File: config.mk
export PLATFORM = sky130hd
export DESIGN_NAME = can_tx_buffer_and_mask_control
export DESIGN_NICKNAME = d
export VERILOG_FILES = /design/src/core/can_tx_pkg.sv /design/src/core/tx_slot_if.sv /design/src/core/tx_slot.sv /design/src/core/can_tx_buffer_and_mask_control.sv
export SDC_FILE = /design/constraint.sdc
export NUM_CORES = 1
export LEC_CHECK = 0
export BUFFER_PORTS_ARGS = -buffer_cell sky130_fd_sc_hd__buf_2
export CORE_AREA = 2 2 119 121
export DETAILED_ROUTE_END_ITERATION = 16
export DIE_AREA = 0 0 121 123
export PLACE_DENSITY = 0.82
export SKIP_LAST_GASP = 1
export SLEW_MARGIN = 40
export SYNTH_ARGS = -nofsm -noshare
export SYNTH_HDL_FRONTEND = slang
export SYNTH_HIERARCHICAL = 1
export SYNTH_SLANG_ARGS = --single-unit
export TNS_END_PERCENT = 10
File: constraint.sdc
create_clock -name pclk -period 3.6 [get_ports pclk]
set_input_delay 0.36 -clock pclk [delete_from_list [all_inputs] [get_ports pclk]]
set_output_delay 0.36 -clock pclk [all_outputs]
set_load 0.1 [all_outputs]
File: src/core/can_tx_pkg.sv
// Register map and field layout of the transmit buffer and mask control block
package can_tx_pkg;
	localparam int NUM_TXB = 3;
	localparam int NUM_MASK = 2;
	localparam int MASK_BYTES = 3;
	localparam logic [7:0] OFF_MODULE_CONTROL = 8'h00;
	localparam logic [7:0] OFF_TX_STATUS = 8'h04;
	localparam logic [7:0] OFF_TXB_CONTROL = 8'h10;
	localparam logic [7:0] OFF_TXB_IDENT = 8'h1C;
	localparam logic [7:0] OFF_MASK = 8'h28;
	localparam logic [7:0] MASK_STRIDE = 8'h0C;
	localparam logic [7:0] OFF_MASK_SELECT = 8'h40;
	localparam logic [7:0] OFF_WINDOW = 8'h44;
	localparam int BIT_DONE = 7;
	localparam int BIT_ABT = 6;
	localparam int BIT_LARB = 5;
	localparam int BIT_ERR = 4;
	localparam int BIT_REQ = 3;
	localparam int BIT_ID_TYPE = 3;
	localparam int MODE_LSB = 5;
	localparam logic [7:0] SIDL_STORE = 8'hEB;
	localparam logic [7:0] SIDL_LEGACY = 8'hE3;
	localparam logic [7:0] MSEL_RESET = 8'h50;
	localparam logic [3:0] WIN_TX0 = 4'h8;
	typedef enum logic [1:0] {
		MODE_LEGACY = 2'b00,
		MODE_ENH_ONE = 2'b01,
		MODE_ENH_TWO = 2'b10
	} op_mode_t;
	typedef enum logic {
		SCH_IDLE = 1'b0,
		SCH_SEND = 1'b1
	} sched_state_t;
endpackage

File: src/core/tx_slot_if.sv
// Signals between the register front end and one transmit buffer slot
`timescale 1ns/1ps
`default_nettype none
interface tx_slot_if;
	logic wr_ctrl;
	logic wr_ident;
	logic [7:0] wdata;
	logic enhanced;
	logic sent_ok;
	logic lost_arb;
	logic bus_err;
	logic [7:0] ctrl;
	logic [7:0] ident;
	logic pending;
	logic [1:0] prio;
	modport slot(input wr_ctrl, wr_ident, wdata, enhanced, sent_ok, lost_arb, bus_err,
		output ctrl, ident, pending, prio);
	modport front(output wr_ctrl, wr_ident, wdata, enhanced, sent_ok, lost_arb, bus_err,
		input ctrl, ident, pending, prio);
endinterface
`default_nettype wire

File: src/core/tx_slot.sv
// One transmit buffer: control flags, priority and identifier byte
`timescale 1ns/1ps
`default_nettype none
module tx_slot (
	// Clock and reset
	input wire logic pclk,
	input wire logic presetn,
	// Front end
	tx_slot_if.slot s
);
	logic done;
	logic abt;
	logic larb;
	logic err;
	logic req;
	logic [1:0] prio;
	logic [7:0] ident;
	logic set_req;
	logic drop_req;

	assign set_req = s.wr_ctrl && !req && s.wdata[can_tx_pkg::BIT_REQ];
	// Clearing a set request is an abort
	assign drop_req = s.wr_ctrl && req && !s.wdata[can_tx_pkg::BIT_REQ];

	always_ff @(posedge pclk or negedge presetn) begin
		if (!presetn) begin
			req <= 1'b0;
		end else if (set_req) begin
			req <= 1'b1;
		end else if (drop_req || s.sent_ok) begin
			req <= 1'b0;
		end
	end

	always_ff @(posedge pclk or negedge presetn) begin
		if (!presetn) begin
			abt <= 1'b0;
			larb <= 1'b0;
			err <= 1'b0;
		end else if (set_req) begin
			abt <= 1'b0;
			larb <= 1'b0;
			err <= 1'b0;
		end else begin
			if (drop_req) begin
				abt <= 1'b1;
			end
			if (s.lost_arb) begin
				larb <= 1'b1;
			end
			if (s.bus_err) begin
				err <= 1'b1;
			end
		end
	end

	// A completion in the clearing cycle wins
	always_ff @(posedge pclk or negedge presetn) begin
		if (!presetn) begin
			done <= 1'b0;
		end else if (s.sent_ok) begin
			done <= 1'b1;
		end else if (s.wr_ctrl && !s.wdata[can_tx_pkg::BIT_DONE]) begin
			done <= 1'b0;
		end
	end

	// Priority and identifier are frozen while a request stands
	always_ff @(posedge pclk or negedge presetn) begin
		if (!presetn) begin
			prio <= 2'h0;
			ident <= 8'h00;
		end else begin
			if (s.wr_ctrl && !req) begin
				prio <= s.wdata[1:0];
			end
			if (s.wr_ident && !req) begin
				ident <= s.wdata;
			end
		end
	end

	assign s.ctrl = {done && s.enhanced, abt, larb, err, req, 1'b0, prio};
	assign s.pending = req;
	assign s.prio = prio;
	assign s.ident = ident;

	a_req_clears_flags: assert property (@(posedge pclk) disable iff (!presetn)
		set_req |=> req && !abt && !larb && !err)
		else $error("request did not clear status flags");
	a_abort_sets_flag: assert property (@(posedge pclk) disable iff (!presetn)
		drop_req |=> !req && abt)
		else $error("abort did not set aborted flag");
	a_sent_clears_req: assert property (@(posedge pclk) disable iff (!presetn)
		s.sent_ok && !set_req |=> !req && done)
		else $error("success did not clear request");
	a_ident_locked: assert property (@(posedge pclk) disable iff (!presetn)
		req && s.wr_ident |=> $stable(ident))
		else $error("identifier changed while request set");
	a_done_legacy: assert property (@(posedge pclk) disable iff (!presetn)
		!s.enhanced |-> !s.ctrl[can_tx_pkg::BIT_DONE] && !s.ctrl[2])
		else $error("done or bit 2 visible in legacy mode");
endmodule // tx_slot
`default_nettype wire

File: src/core/can_tx_buffer_and_mask_control.sv
// APB front end, transmit scheduler and acceptance mask registers
`timescale 1ns/1ps
`default_nettype none
module can_tx_buffer_and_mask_control #(
	parameter int ADDR_W = 8
) (
	// Clock and reset
	input wire logic pclk,
	input wire logic presetn,
	// APB slave
	input wire logic psel,
	input wire logic penable,
	input wire logic pwrite,
	input wire logic [ADDR_W-1:0] paddr,
	input wire logic [31:0] pwdata,
	input wire logic [3:0] pstrb,
	output logic [31:0] prdata,
	output logic pready,
	output logic pslverr,
	// Transmit engine
	output logic tx_go,
	output logic [1:0] tx_index,
	output logic [7:0] tx_ident,
	input wire logic tx_sent_ok,
	input wire logic tx_lost_arb,
	input wire logic tx_bus_err,
	// Acceptance filter side
	output logic [1:0] op_mode,
	output logic [1:0][2:0][7:0] accept_mask,
	output logic [7:0] mask_select,
	output logic any_tx_done_flag
);
	localparam int NT = can_tx_pkg::NUM_TXB;
	localparam int NM = can_tx_pkg::NUM_MASK;
	localparam int NB = can_tx_pkg::MASK_BYTES;

	if (ADDR_W < 8) begin : g_bad_addr
		$error("ADDR_W must be at least 8");
	end

	tx_slot_if slot_bus[NT]();

	logic [3:0] window_select;
	logic enhanced;
	can_tx_pkg::sched_state_t state;
	logic [7:0] off;
	logic hi_zero;
	logic acc_setup;
	logic acc_wr;
	logic hit;
	logic [7:0] rd_val;
	logic wr_mc;
	logic wr_stat;
	logic wr_msel;
	logic [NT-1:0] wr_ctrl;
	logic [NT-1:0] wr_ident;
	logic [NM-1:0][NB-1:0] wr_mask;
	logic [7:0] slot_ctrl [NT];
	logic [7:0] slot_ident [NT];
	logic [1:0] slot_prio [NT];
	logic [NT-1:0] slot_pend;
	logic [NT-1:0] ok_vec;
	logic found;
	logic [1:0] best;
	logic [1:0] best_prio;
	logic cur_pend;

	assign enhanced = (op_mode == can_tx_pkg::MODE_ENH_ONE) ||
		(op_mode == can_tx_pkg::MODE_ENH_TWO);
	assign off = paddr[7:0];
	assign hi_zero = (paddr >> 8) == '0;
	assign acc_setup = psel && penable && !pready;
	// Writes land only on the completing edge and need the low byte lane
	assign acc_wr = psel && penable && pready && pwrite && pstrb[0];

	genvar g;
	for (g = 0; g < NT; g++) begin : g_slot
		assign slot_bus[g].wr_ctrl = wr_ctrl[g];
		assign slot_bus[g].wr_ident = wr_ident[g];
		assign slot_bus[g].wdata = pwdata[7:0];
		assign slot_bus[g].enhanced = enhanced;
		assign ok_vec[g] = tx_sent_ok && (state == can_tx_pkg::SCH_SEND) &&
			(tx_index == 2'(g));
		assign slot_bus[g].sent_ok = ok_vec[g];
		assign slot_bus[g].lost_arb = tx_lost_arb && (state == can_tx_pkg::SCH_SEND) &&
			(tx_index == 2'(g));
		assign slot_bus[g].bus_err = tx_bus_err && (state == can_tx_pkg::SCH_SEND) &&
			(tx_index == 2'(g));
		assign slot_ctrl[g] = slot_bus[g].ctrl;
		assign slot_ident[g] = slot_bus[g].ident;
		assign slot_prio[g] = slot_bus[g].prio;
		assign slot_pend[g] = slot_bus[g].pending;

		tx_slot u_slot (
			.pclk(pclk),
			.presetn(presetn),
			.s(slot_bus[g].slot)
		);
	end

	// Address decode and read mux
	always_comb begin
		hit = 1'b0;
		rd_val = 8'h00;
		wr_mc = 1'b0;
		wr_stat = 1'b0;
		wr_msel = 1'b0;
		wr_ctrl = '0;
		wr_ident = '0;
		wr_mask = '0;
		if (!hi_zero || off[1:0] != 2'b00) begin
			hit = 1'b0;
		end else if (off == can_tx_pkg::OFF_MODULE_CONTROL) begin
			hit = 1'b1;
			rd_val = {1'b0, op_mode, 1'b0, window_select};
			wr_mc = acc_wr;
		end else if (off == can_tx_pkg::OFF_TX_STATUS) begin
			hit = 1'b1;
			rd_val = {7'h00, any_tx_done_flag};
			wr_stat = acc_wr;
		end else if (off == can_tx_pkg::OFF_MASK_SELECT) begin
			hit = 1'b1;
			rd_val = enhanced ? mask_select : 8'h00;
			wr_msel = acc_wr && enhanced;
		end else if (off == can_tx_pkg::OFF_WINDOW) begin
			// Receive buffer zero itself lives elsewhere; without the remap it reads zero
			hit = 1'b1;
			if (window_select == can_tx_pkg::WIN_TX0) begin
				rd_val = slot_ctrl[0];
				wr_ctrl[0] = acc_wr;
			end
		end else begin
			for (int i = 0; i < NT; i++) begin
				if (off == 8'(can_tx_pkg::OFF_TXB_CONTROL + 4 * i)) begin
					hit = 1'b1;
					rd_val = slot_ctrl[i];
					wr_ctrl[i] = acc_wr;
				end
				if (off == 8'(can_tx_pkg::OFF_TXB_IDENT + 4 * i)) begin
					hit = 1'b1;
					rd_val = slot_ident[i];
					wr_ident[i] = acc_wr;
				end
			end
			for (int n = 0; n < NM; n++) begin
				for (int k = 0; k < NB; k++) begin
					if (off == 8'(can_tx_pkg::OFF_MASK + can_tx_pkg::MASK_STRIDE * n + 4 * k)) begin
						hit = 1'b1;
						rd_val = accept_mask[n][k];
						if (k == 0) begin
							rd_val = accept_mask[n][k] & (enhanced ? can_tx_pkg::SIDL_STORE
								: can_tx_pkg::SIDL_LEGACY);
						end
						wr_mask[n][k] = acc_wr;
					end
				end
			end
		end
	end

	// APB answer: one wait state, data and error registered with pready
	always_ff @(posedge pclk or negedge presetn) begin
		if (!presetn) begin
			pready <= 1'b0;
			prdata <= 32'h0000_0000;
			pslverr <= 1'b0;
		end else begin
			pready <= acc_setup;
			if (acc_setup) begin
				prdata <= pwrite ? 32'h0000_0000 : {24'h00_0000, rd_val};
				pslverr <= !hit;
			end else begin
				pslverr <= 1'b0;
			end
		end
	end

	always_ff @(posedge pclk or negedge presetn) begin
		if (!presetn) begin
			op_mode <= can_tx_pkg::MODE_LEGACY;
			window_select <= 4'h0;
		end else if (wr_mc) begin
			op_mode <= pwdata[can_tx_pkg::MODE_LSB +: 2];
			window_select <= pwdata[3:0];
		end
	end

	// Shared completion flag; a completion in the clearing cycle wins
	always_ff @(posedge pclk or negedge presetn) begin
		if (!presetn) begin
			any_tx_done_flag <= 1'b0;
		end else if (enhanced && (|ok_vec)) begin
			any_tx_done_flag <= 1'b1;
		end else if (wr_stat && !pwdata[0]) begin
			any_tx_done_flag <= 1'b0;
		end
	end

	// Bit 3 of each low byte is kept even in legacy mode; reads hide it there
	always_ff @(posedge pclk or negedge presetn) begin
		if (!presetn) begin
			accept_mask <= '0;
		end else begin
			for (int n = 0; n < NM; n++) begin
				for (int k = 0; k < NB; k++) begin
					if (wr_mask[n][k]) begin
						accept_mask[n][k] <= (k == 0) ? (pwdata[7:0] & can_tx_pkg::SIDL_STORE)
							: pwdata[7:0];
					end
				end
			end
		end
	end

	always_ff @(posedge pclk or negedge presetn) begin
		if (!presetn) begin
			mask_select <= can_tx_pkg::MSEL_RESET;
		end else if (wr_msel) begin
			mask_select <= pwdata[7:0];
		end
	end

	// Pick the pending buffer of highest level; later index wins a tie
	always_comb begin
		found = 1'b0;
		best = 2'h0;
		best_prio = 2'h0;
		for (int i = 0; i < NT; i++) begin
			if (slot_pend[i] && (!found || slot_prio[i] >= best_prio)) begin
				found = 1'b1;
				best = 2'(i);
				best_prio = slot_prio[i];
			end
		end
	end

	assign cur_pend = slot_pend[tx_index];

	// Scheduler. Lost arbitration or a bus error ends the attempt and the
	// buffer re-enters arbitration, so a higher level loaded meanwhile goes first.
	always_ff @(posedge pclk or negedge presetn) begin
		if (!presetn) begin
			state <= can_tx_pkg::SCH_IDLE;
			tx_go <= 1'b0;
			tx_index <= 2'h0;
			tx_ident <= 8'h00;
		end else begin
			case (state)
				can_tx_pkg::SCH_IDLE: begin
					if (found) begin
						state <= can_tx_pkg::SCH_SEND;
						tx_go <= 1'b1;
						tx_index <= best;
						tx_ident <= slot_ident[best];
					end
				end
				can_tx_pkg::SCH_SEND: begin
					if (tx_sent_ok || tx_lost_arb || tx_bus_err || !cur_pend) begin
						state <= can_tx_pkg::SCH_IDLE;
						tx_go <= 1'b0;
					end
				end
				default: begin
					state <= can_tx_pkg::SCH_IDLE;
					tx_go <= 1'b0;
				end
			endcase
		end
	end

	a_apb_one_wait: assert property (@(posedge pclk) disable iff (!presetn)
		acc_setup |=> pready ##1 !pready)
		else $error("APB answer not after exactly one wait");
	a_abort_drops_go: assert property (@(posedge pclk) disable iff (!presetn)
		state == can_tx_pkg::SCH_SEND && !cur_pend |=> !tx_go)
		else $error("transmit kept after request withdrawn");
	a_window_remap: assert property (@(posedge pclk) disable iff (!presetn)
		window_select == can_tx_pkg::WIN_TX0 && off == can_tx_pkg::OFF_WINDOW && hi_zero
		&& acc_wr && pwdata[can_tx_pkg::BIT_REQ] && !slot_pend[0] |=> slot_pend[0])
		else $error("window write did not reach buffer zero");
	a_shared_done: assert property (@(posedge pclk) disable iff (!presetn)
		enhanced && (|ok_vec) |=> any_tx_done_flag)
		else $error("shared done flag not set");
	a_msel_legacy: assert property (@(posedge pclk) disable iff (!presetn)
		!enhanced |=> $stable(mask_select))
		else $error("mask select changed in legacy mode");
	a_pick_highest: assert property (@(posedge pclk) disable iff (!presetn)
		state == can_tx_pkg::SCH_IDLE && slot_pend[0] && slot_pend[1]
		&& slot_prio[0] != slot_prio[1] && !slot_pend[2]
		|=> tx_index == ((slot_prio[0] > slot_prio[1]) ? 2'h0 : 2'h1))
		else $error("lower level chosen over higher");
	a_tie_high_index: assert property (@(posedge pclk) disable iff (!presetn)
		state == can_tx_pkg::SCH_IDLE && slot_pend[2] && slot_pend[1]
		&& slot_prio[2] == slot_prio[1] && (!slot_pend[0] || slot_prio[0] <= slot_prio[1])
		|=> tx_index == 2'h2)
		else $error("tie not resolved to highest index");
endmodule // can_tx_buffer_and_mask_control
`default_nettype wire

==> After elaboration in Yosys (flattened, before gate mapping) <==
Cells that the tools add are included.
{ "totals": {"word_cells": 280, "output_inout_bits": 104, "inputBits": 52, "regBits": 150} }
{ "op_classes": {"eq_ne": 22, "n_reduce_logical": 85, "order_cmp": 4, "bitwise_logic": 4, "n_mux": 127} }
{ "op_table": {"columns": ["cell", "count"], "rows": [
  ["$mux W8", 22],
  ["$mux W1", 82],
  ["$eq A8 B6 Y1 const B", 8],
  ["$logic_and A1 B1 Y1", 43],
  ["$reduce_bool A2 Y1", 17],
  ["$eq A8 B5 Y1 const B", 4],
  ["$mux W6", 5],
  ["$mux W3", 9],
  ["$and A8 B8 Y8", 2],
  ["$bmux W8 S2", 1],
  ["$eq A8 B7 Y1 const B", 2],
  ["$logic_not A1 Y1", 11],
  ["$logic_or A1 B1 Y1", 9],
  ["$eq A8 B3 Y1 const B", 1],
  ["$logic_not A8 Y1", 1],
  ["$mux W2", 4],
  ["$eq A2 B1 Y1 const B", 2],
  ["$eq A2 B2 Y1 const B", 2],
  ["$eq A4 B4 Y1 const B", 1],
  ["$ge A2 B2 Y1", 2],
  ["$mux W4", 1],
  ["$pmux W1 S2", 2],
  ["$reduce_and A2 Y1", 2],
  ["$ge A3 B3 Y1 const B", 1],
  ["8 further kinds", 8]
]} }

==> Logic depth before layout (Yosys ltp) <==
{ "logic_depth": {"ltp_word": 21, "depth_mapped": 16, "depth_no_buf": 13} }

==> Modules after synthesis <==
The synthesis kept the hierarchy.
{ "by_module_without_submodules": {"columns": ["module", "cells_per_inst", "area_per_inst_um2", "seq_area_each_um2", "instances"], "rows": [
  ["can_tx_buffer_and_mask_control", 579, 5430.2, 2029.4, 1],
  ["tx_slot", 49, 670.6, 375.4, 3]
]} }

==> Worst setup path after synthesis <==
OpenSTA, ideal clock, no wires.
{ "synth_path": {"path_kind": "reg2reg", "startpoint": "register g_slot[0].u_slot.prio[0]", "endpoint": "register tx_ident[1]", "path_buffers": 3, "path_slack_ps": 352, "path_stages_with_launch": 16, "setup_ps": 95, "synth_period_minus_slack_ps": 3248, "required_ps": 3505, "t_arrival_ps": 3152, "path_cell_list": "dfrtp_1 > buf_4 > and2_1 > ha_1 > nand2b_1 > a211o_1 > nand2_1 > clkbuf_1 > o21ai_0 > ha_1 > nand2b_1 > a211oi_1 > nand2b_1 > clkbuf_1 > nor2_1 > o31ai_1"} }
{ "synth_between": {"elab_chain_len": 13, "word_cells_on_any_way": 18, "cone_classes": "2 x order compare; 9 x mux; 1 x bitwise; 6 x reduce/logical"} }
{ "synth_lines": {"columns": ["element", "line", "rtl"], "rows": [
  ["start: declaration", "tx_slot.sv:16", "logic [1:0] prio;"],
  ["start signal: assignment", "tx_slot.sv:75", "prio <= s.wdata[1:0];"],
  ["$mux W2 (*)", "can_tx_buffer_and_mask_control.sv:229", "if (slot_pend[i] && (!found || slot_prio[i] >= best_prio)) begin"],
  ["$ge A2 B2 Y1", "can_tx_buffer_and_mask_control.sv:229", null],
  ["$logic_or A1 B1 Y1", "can_tx_buffer_and_mask_control.sv:229", null],
  ["$logic_and A1 B1 Y1", "can_tx_buffer_and_mask_control.sv:229", null],
  ["$mux W2 or $mux W1 (tied branches)", "can_tx_buffer_and_mask_control.sv:229", null],
  ["$ge A2 B2 Y1 or $logic_not A1 Y1 (tied branches)", "can_tx_buffer_and_mask_control.sv:229", null],
  ["$logic_or A1 B1 Y1", "can_tx_buffer_and_mask_control.sv:229", null],
  ["$logic_and A1 B1 Y1", "can_tx_buffer_and_mask_control.sv:229", null],
  ["$mux W2", "can_tx_buffer_and_mask_control.sv:229", null],
  ["$not A2 Y3 (not written as such)", "can_tx_buffer_and_mask_control.sv:254", "tx_ident <= slot_ident[best];"],
  ["$bmux W8 S2", "can_tx_buffer_and_mask_control.sv:254", null],
  ["$mux W8 (not written as such) (2 in a row)", "can_tx_buffer_and_mask_control.sv:254", null],
  ["end signal: assignment", "can_tx_buffer_and_mask_control.sv:254", null],
  ["end: declaration", "can_tx_buffer_and_mask_control.sv:23", "output logic [7:0] tx_ident,"]
]} }
Every way passes the cells marked *; elsewhere a longest branch is shown, timed or not. The select of a mux whose other input is x is not followed.
A chain may end at the register's enable or synchronous reset.

==> Worst setup path in the final report <==
{ "layout_path": {"startpoint": "register g_slot[0].u_slot.prio[0]", "endpoint": "register tx_ident[5]"} }
Same word-level chain as after synthesis.

==> run summary <==
CP Max Fanout = 9
Hold crit path type = in -> reg
Cts bufs inserted = 17
Cell with the most instances after synthesis = dfrtp_1
Vias per std cell = 6.37
Clock Sinks = 126
Clock power frac = 49.1%
Top post-synthesis cells by count = 124 x dfrtp_1, 65 x mux2_2, 50 x buf_4
Via count = 6328
Design area = 0.00850 mm^2
Reg2reg path depth = 13
Leakage power = 4.15 nW
Reg-to-reg slack, setup = 460 ps
Die area = 0.0149 mm^2
Endpoint class of the critical path = register
Peak supply drop = 0.000312 V
Status = finished clean
IO Count = 156
Final net count = 857
WL per Instance = 22.9 um
Postcts setup bufs = 0
Tot GR Track Use = 31.3%
Max Clk Rate = 0.318 GHz
Clock-pin slew on the worst setup and hold paths = 50 ps
First-pass GRT wire length = 34600 um
Critical path buffer and inverter count = 0
CP most frequent cell = nand2b_1
Sequential-to-total area share from yosys stat = 42.4%
Max Cap Violations = 0
Required time of the worst setup path = 3930 ps
Final Cycle Share = 87.4%
Post-synth top area cell = dfrtp_1
Worst Tran Pin Value = 694 ps
Most area-consuming cells after synthesis = dfrtp_1 42%, mux2_2 9.8%, buf_4 5.0%
Clock latency on the worst-skew pair = 430 ps
P per Cell Area = 413 mW/mm^2
Count of final setup violators = 0
Antenna cell count = 0
Crit path launch type = register
Post-route ant nets = 0
Yosys cell types = 74
Die Height = 123 um
Setup_tns = 0 ps
FFs w/ async S/R, synth = 100%
Worst hold slack = 359 ps
PortBufs = 100
Routability cong. = 0.992
Residual DRC count = 0
EDFF count, synth = 0
Worst path slowest cell = dfrtp_1
H-tree depth = 4
Post-Syn Area per Cell = 10.3 um^2
Core area = 0.0136 mm^2
Standard-cell rows = 43
DP Wirelength = 15800 um
Worst path depth = 13
Psw = 931 uW
Worst setup endpoint = tx_ident[5]$_DFFE_PN0P_
Final Hold Fails = 0
Clk buf depth = 2
#FFs+latches synth = 126
Worst relative slew slack = 53.7%
Layout Skew = 8.66 ps
DRT iter0 DRCs = 762
Initial antenna violation count = 1
Largest net degree at the start of global routing = 76
Root Buffer = clkbuf_16
Int Pwr = 2.58 mW
Register share of total power = 40.9%
Dpl cells = 961
Share of layout cells above drive strength 1 = 32.2%
Reg-to-reg critical path endpoint = tx_ident[5]$_DFFE_PN0P_
CP startpoint = g_slot[0].u_slot/s.prio[0]$_DFFE_PN0N_
Power, Total = 3.51 mW
Mapped cell area = 0.00744 mm^2
Total wire length = 22800 um
Share of the synthesized area in the top cell type = 41.7%
Logic pwr share = 10.0%
Ys Warns = 6
Sw Ratio = 26.5%
CP Cell Sequence = and2_1 > ha_1 > nand2b_1 > a211o_1 > nand2_1 > nand2_1 > o21ai_0 > ha_1 > nand2b_1 > a211oi_1 > nand2b_1 > nor2_1 > o31ai_1
Cell family contributing the most delay on the critical path = simple AND/OR/NAND/NOR gates
Placed cell area = 0.00789 mm^2
CP Data Arrival Time = 3470 ps
Congestion Overflow GR = 0
Crit-path max cell delay = 430 ps
Cells after Synth = 726
Initial Util = 54.7%
Crit path kind = reg -> reg
Max-slew violations = 0
Initial DRT Pass Iterations = 6
Vias in the first global route = 6076
Top FF cell, synth = dfrtp_1
Area Overhead vs Synth = 14.2%
Unrepaired setup endpoints after global routing = no
Launching point of the worst reg2reg path = g_slot[0].u_slot/s.prio[0]$_DFFE_PN0N_
Post-Layout Cell Count = 994
CTS tree = done
Crit path time final = 3140 ps
Die width = 121 um
## per-layer routing
layer / routed length [um] / vias up / track usage [%]
met3: 2400 / 63 / 9.46
met4: 718 / 0 / 11.6
met5: 0 / - / 0
li1: - / 2756 / -
met2: 10100 / 403 / 46.7
met1: 9580 / 3106 / 43.3
## registers in the layout (all words and copies together), names as in the netlist
name                     flops
prdata                       8
g_slot.u_slot/larb           3
tx_go                        1
tx_ident                     8
mask_select                  8
accept_mask                 44
g_slot.u_slot/abt            3
g_slot.u_slot/s.ident       24
g_slot.u_slot/s.pending      3
state                        1
g_slot.u_slot/done           3
tx_index                     2
window_select                4
g_slot.u_slot/s.prio         6
pslverr                      1
pready                       1
any_tx_done_flag             1
op_mode                      2
g_slot.u_slot/err            3
## worst reg2reg max path: cells and delay by family (launching register included)
family | cells | cell delay, ps
AO/OA/AOI/OAI | 4 | 1040
AND/OR/NAND/NOR | 7 | 1080
flip-flops | 1 | 430
adder cells (fa/ha/maj) | 2 | 510
## what timing repair did
| item | CTS | global route |
|---|---|---|
| gates resized for setup | 0 | 0 |
| hold endpoints to repair | 25 | 0 |
| hold buffers | 1 | 0 |
## cell usage in the layout (no fill, tap or decap), drive strengths merged, types with 4 or more instances in the layout
cell	n
a2111oi	7
a211o	6
a211oi	15
a21o	5
a21oi	48
a221oi	7
a22o	4
a22oi	7
a32oi	5
and2	7
and3	13
buf	123
clkbuf	21
clkinv	5
conb	31
dfrtp	124
ha	4
inv	16
mux2	90
mux2i	12
nand2	45
nand2b	10
nand3	13
nand4	5
nor2	43
nor2b	17
nor3	13
nor4	4
nor4b	8
o211ai	7
o21ai	23
o22ai	7
o2bb2ai	5
o31ai	11
or4	5
or4b	4
## power by group through the flow
stage	logic [mW]	registers (mW)	clock network, mW
floorplan	0.243	1.48	0
global placement	0.342	1.46	0
detailed placement	0.344	1.46	0
CTS	0.345	1.44	1.74
global route	0.369	1.44	1.81
finish	0.351	1.44	1.73
## kinds of logic after synthesis
kind of cell               synth area share (%)
AOI/OAI and AO/OA                          16.5
xor gates and xnor gates                  0.118
adders and majority gates                 0.673
buffers and inverters                      8.64
DFF                                        42.4
muxes                                      16.4
other                                     0.202
and+or+nand+nor                            15.1
## final cells by class
cell class,instances,area [um^2]
inverters,16,60.1
well taps,180,225
flip-flops and latches,126,3160
clock buffers,21,450
clock inverters,11,141
fillers,1096,5110
repair buffers,124,702
multi-input cells,516,3760
## through the flow
step / util (%) / setup slack [ps]
after CTS: 62.4 / 446
after floorplan: - / 352
after global placement: 57.9 / 588
final: 62.4 / 455
after detailed placement: 58.0 / 542
after global routing: 62.4 / 241
## how the worst min path moves through the flow
| stage | cells after the start | endpoint | start |
|---|---|---|---|
| floorplan | 0 | accept_mask[0]$_DFFE_PN0P_ | presetn |
| global placement | 2 | tx_ident[2]$_DFFE_PN0P_ | tx_ident[2]$_DFFE_PN0P_ |
| detailed placement | 1 | accept_mask[30]$_DFFE_PN0P_ | presetn |
| CTS | 4 | tx_go$_DFFE_PN0P_ | tx_sent_ok |
| global route | 2 | g_slot[0].u_slot/s.ident[2]$_DFFE_PN0P_ | pwdata[2] |
| finish | 4 | tx_go$_DFFE_PN0P_ | tx_sent_ok |
No activity file was read; power rests on OpenSTA's default activity.
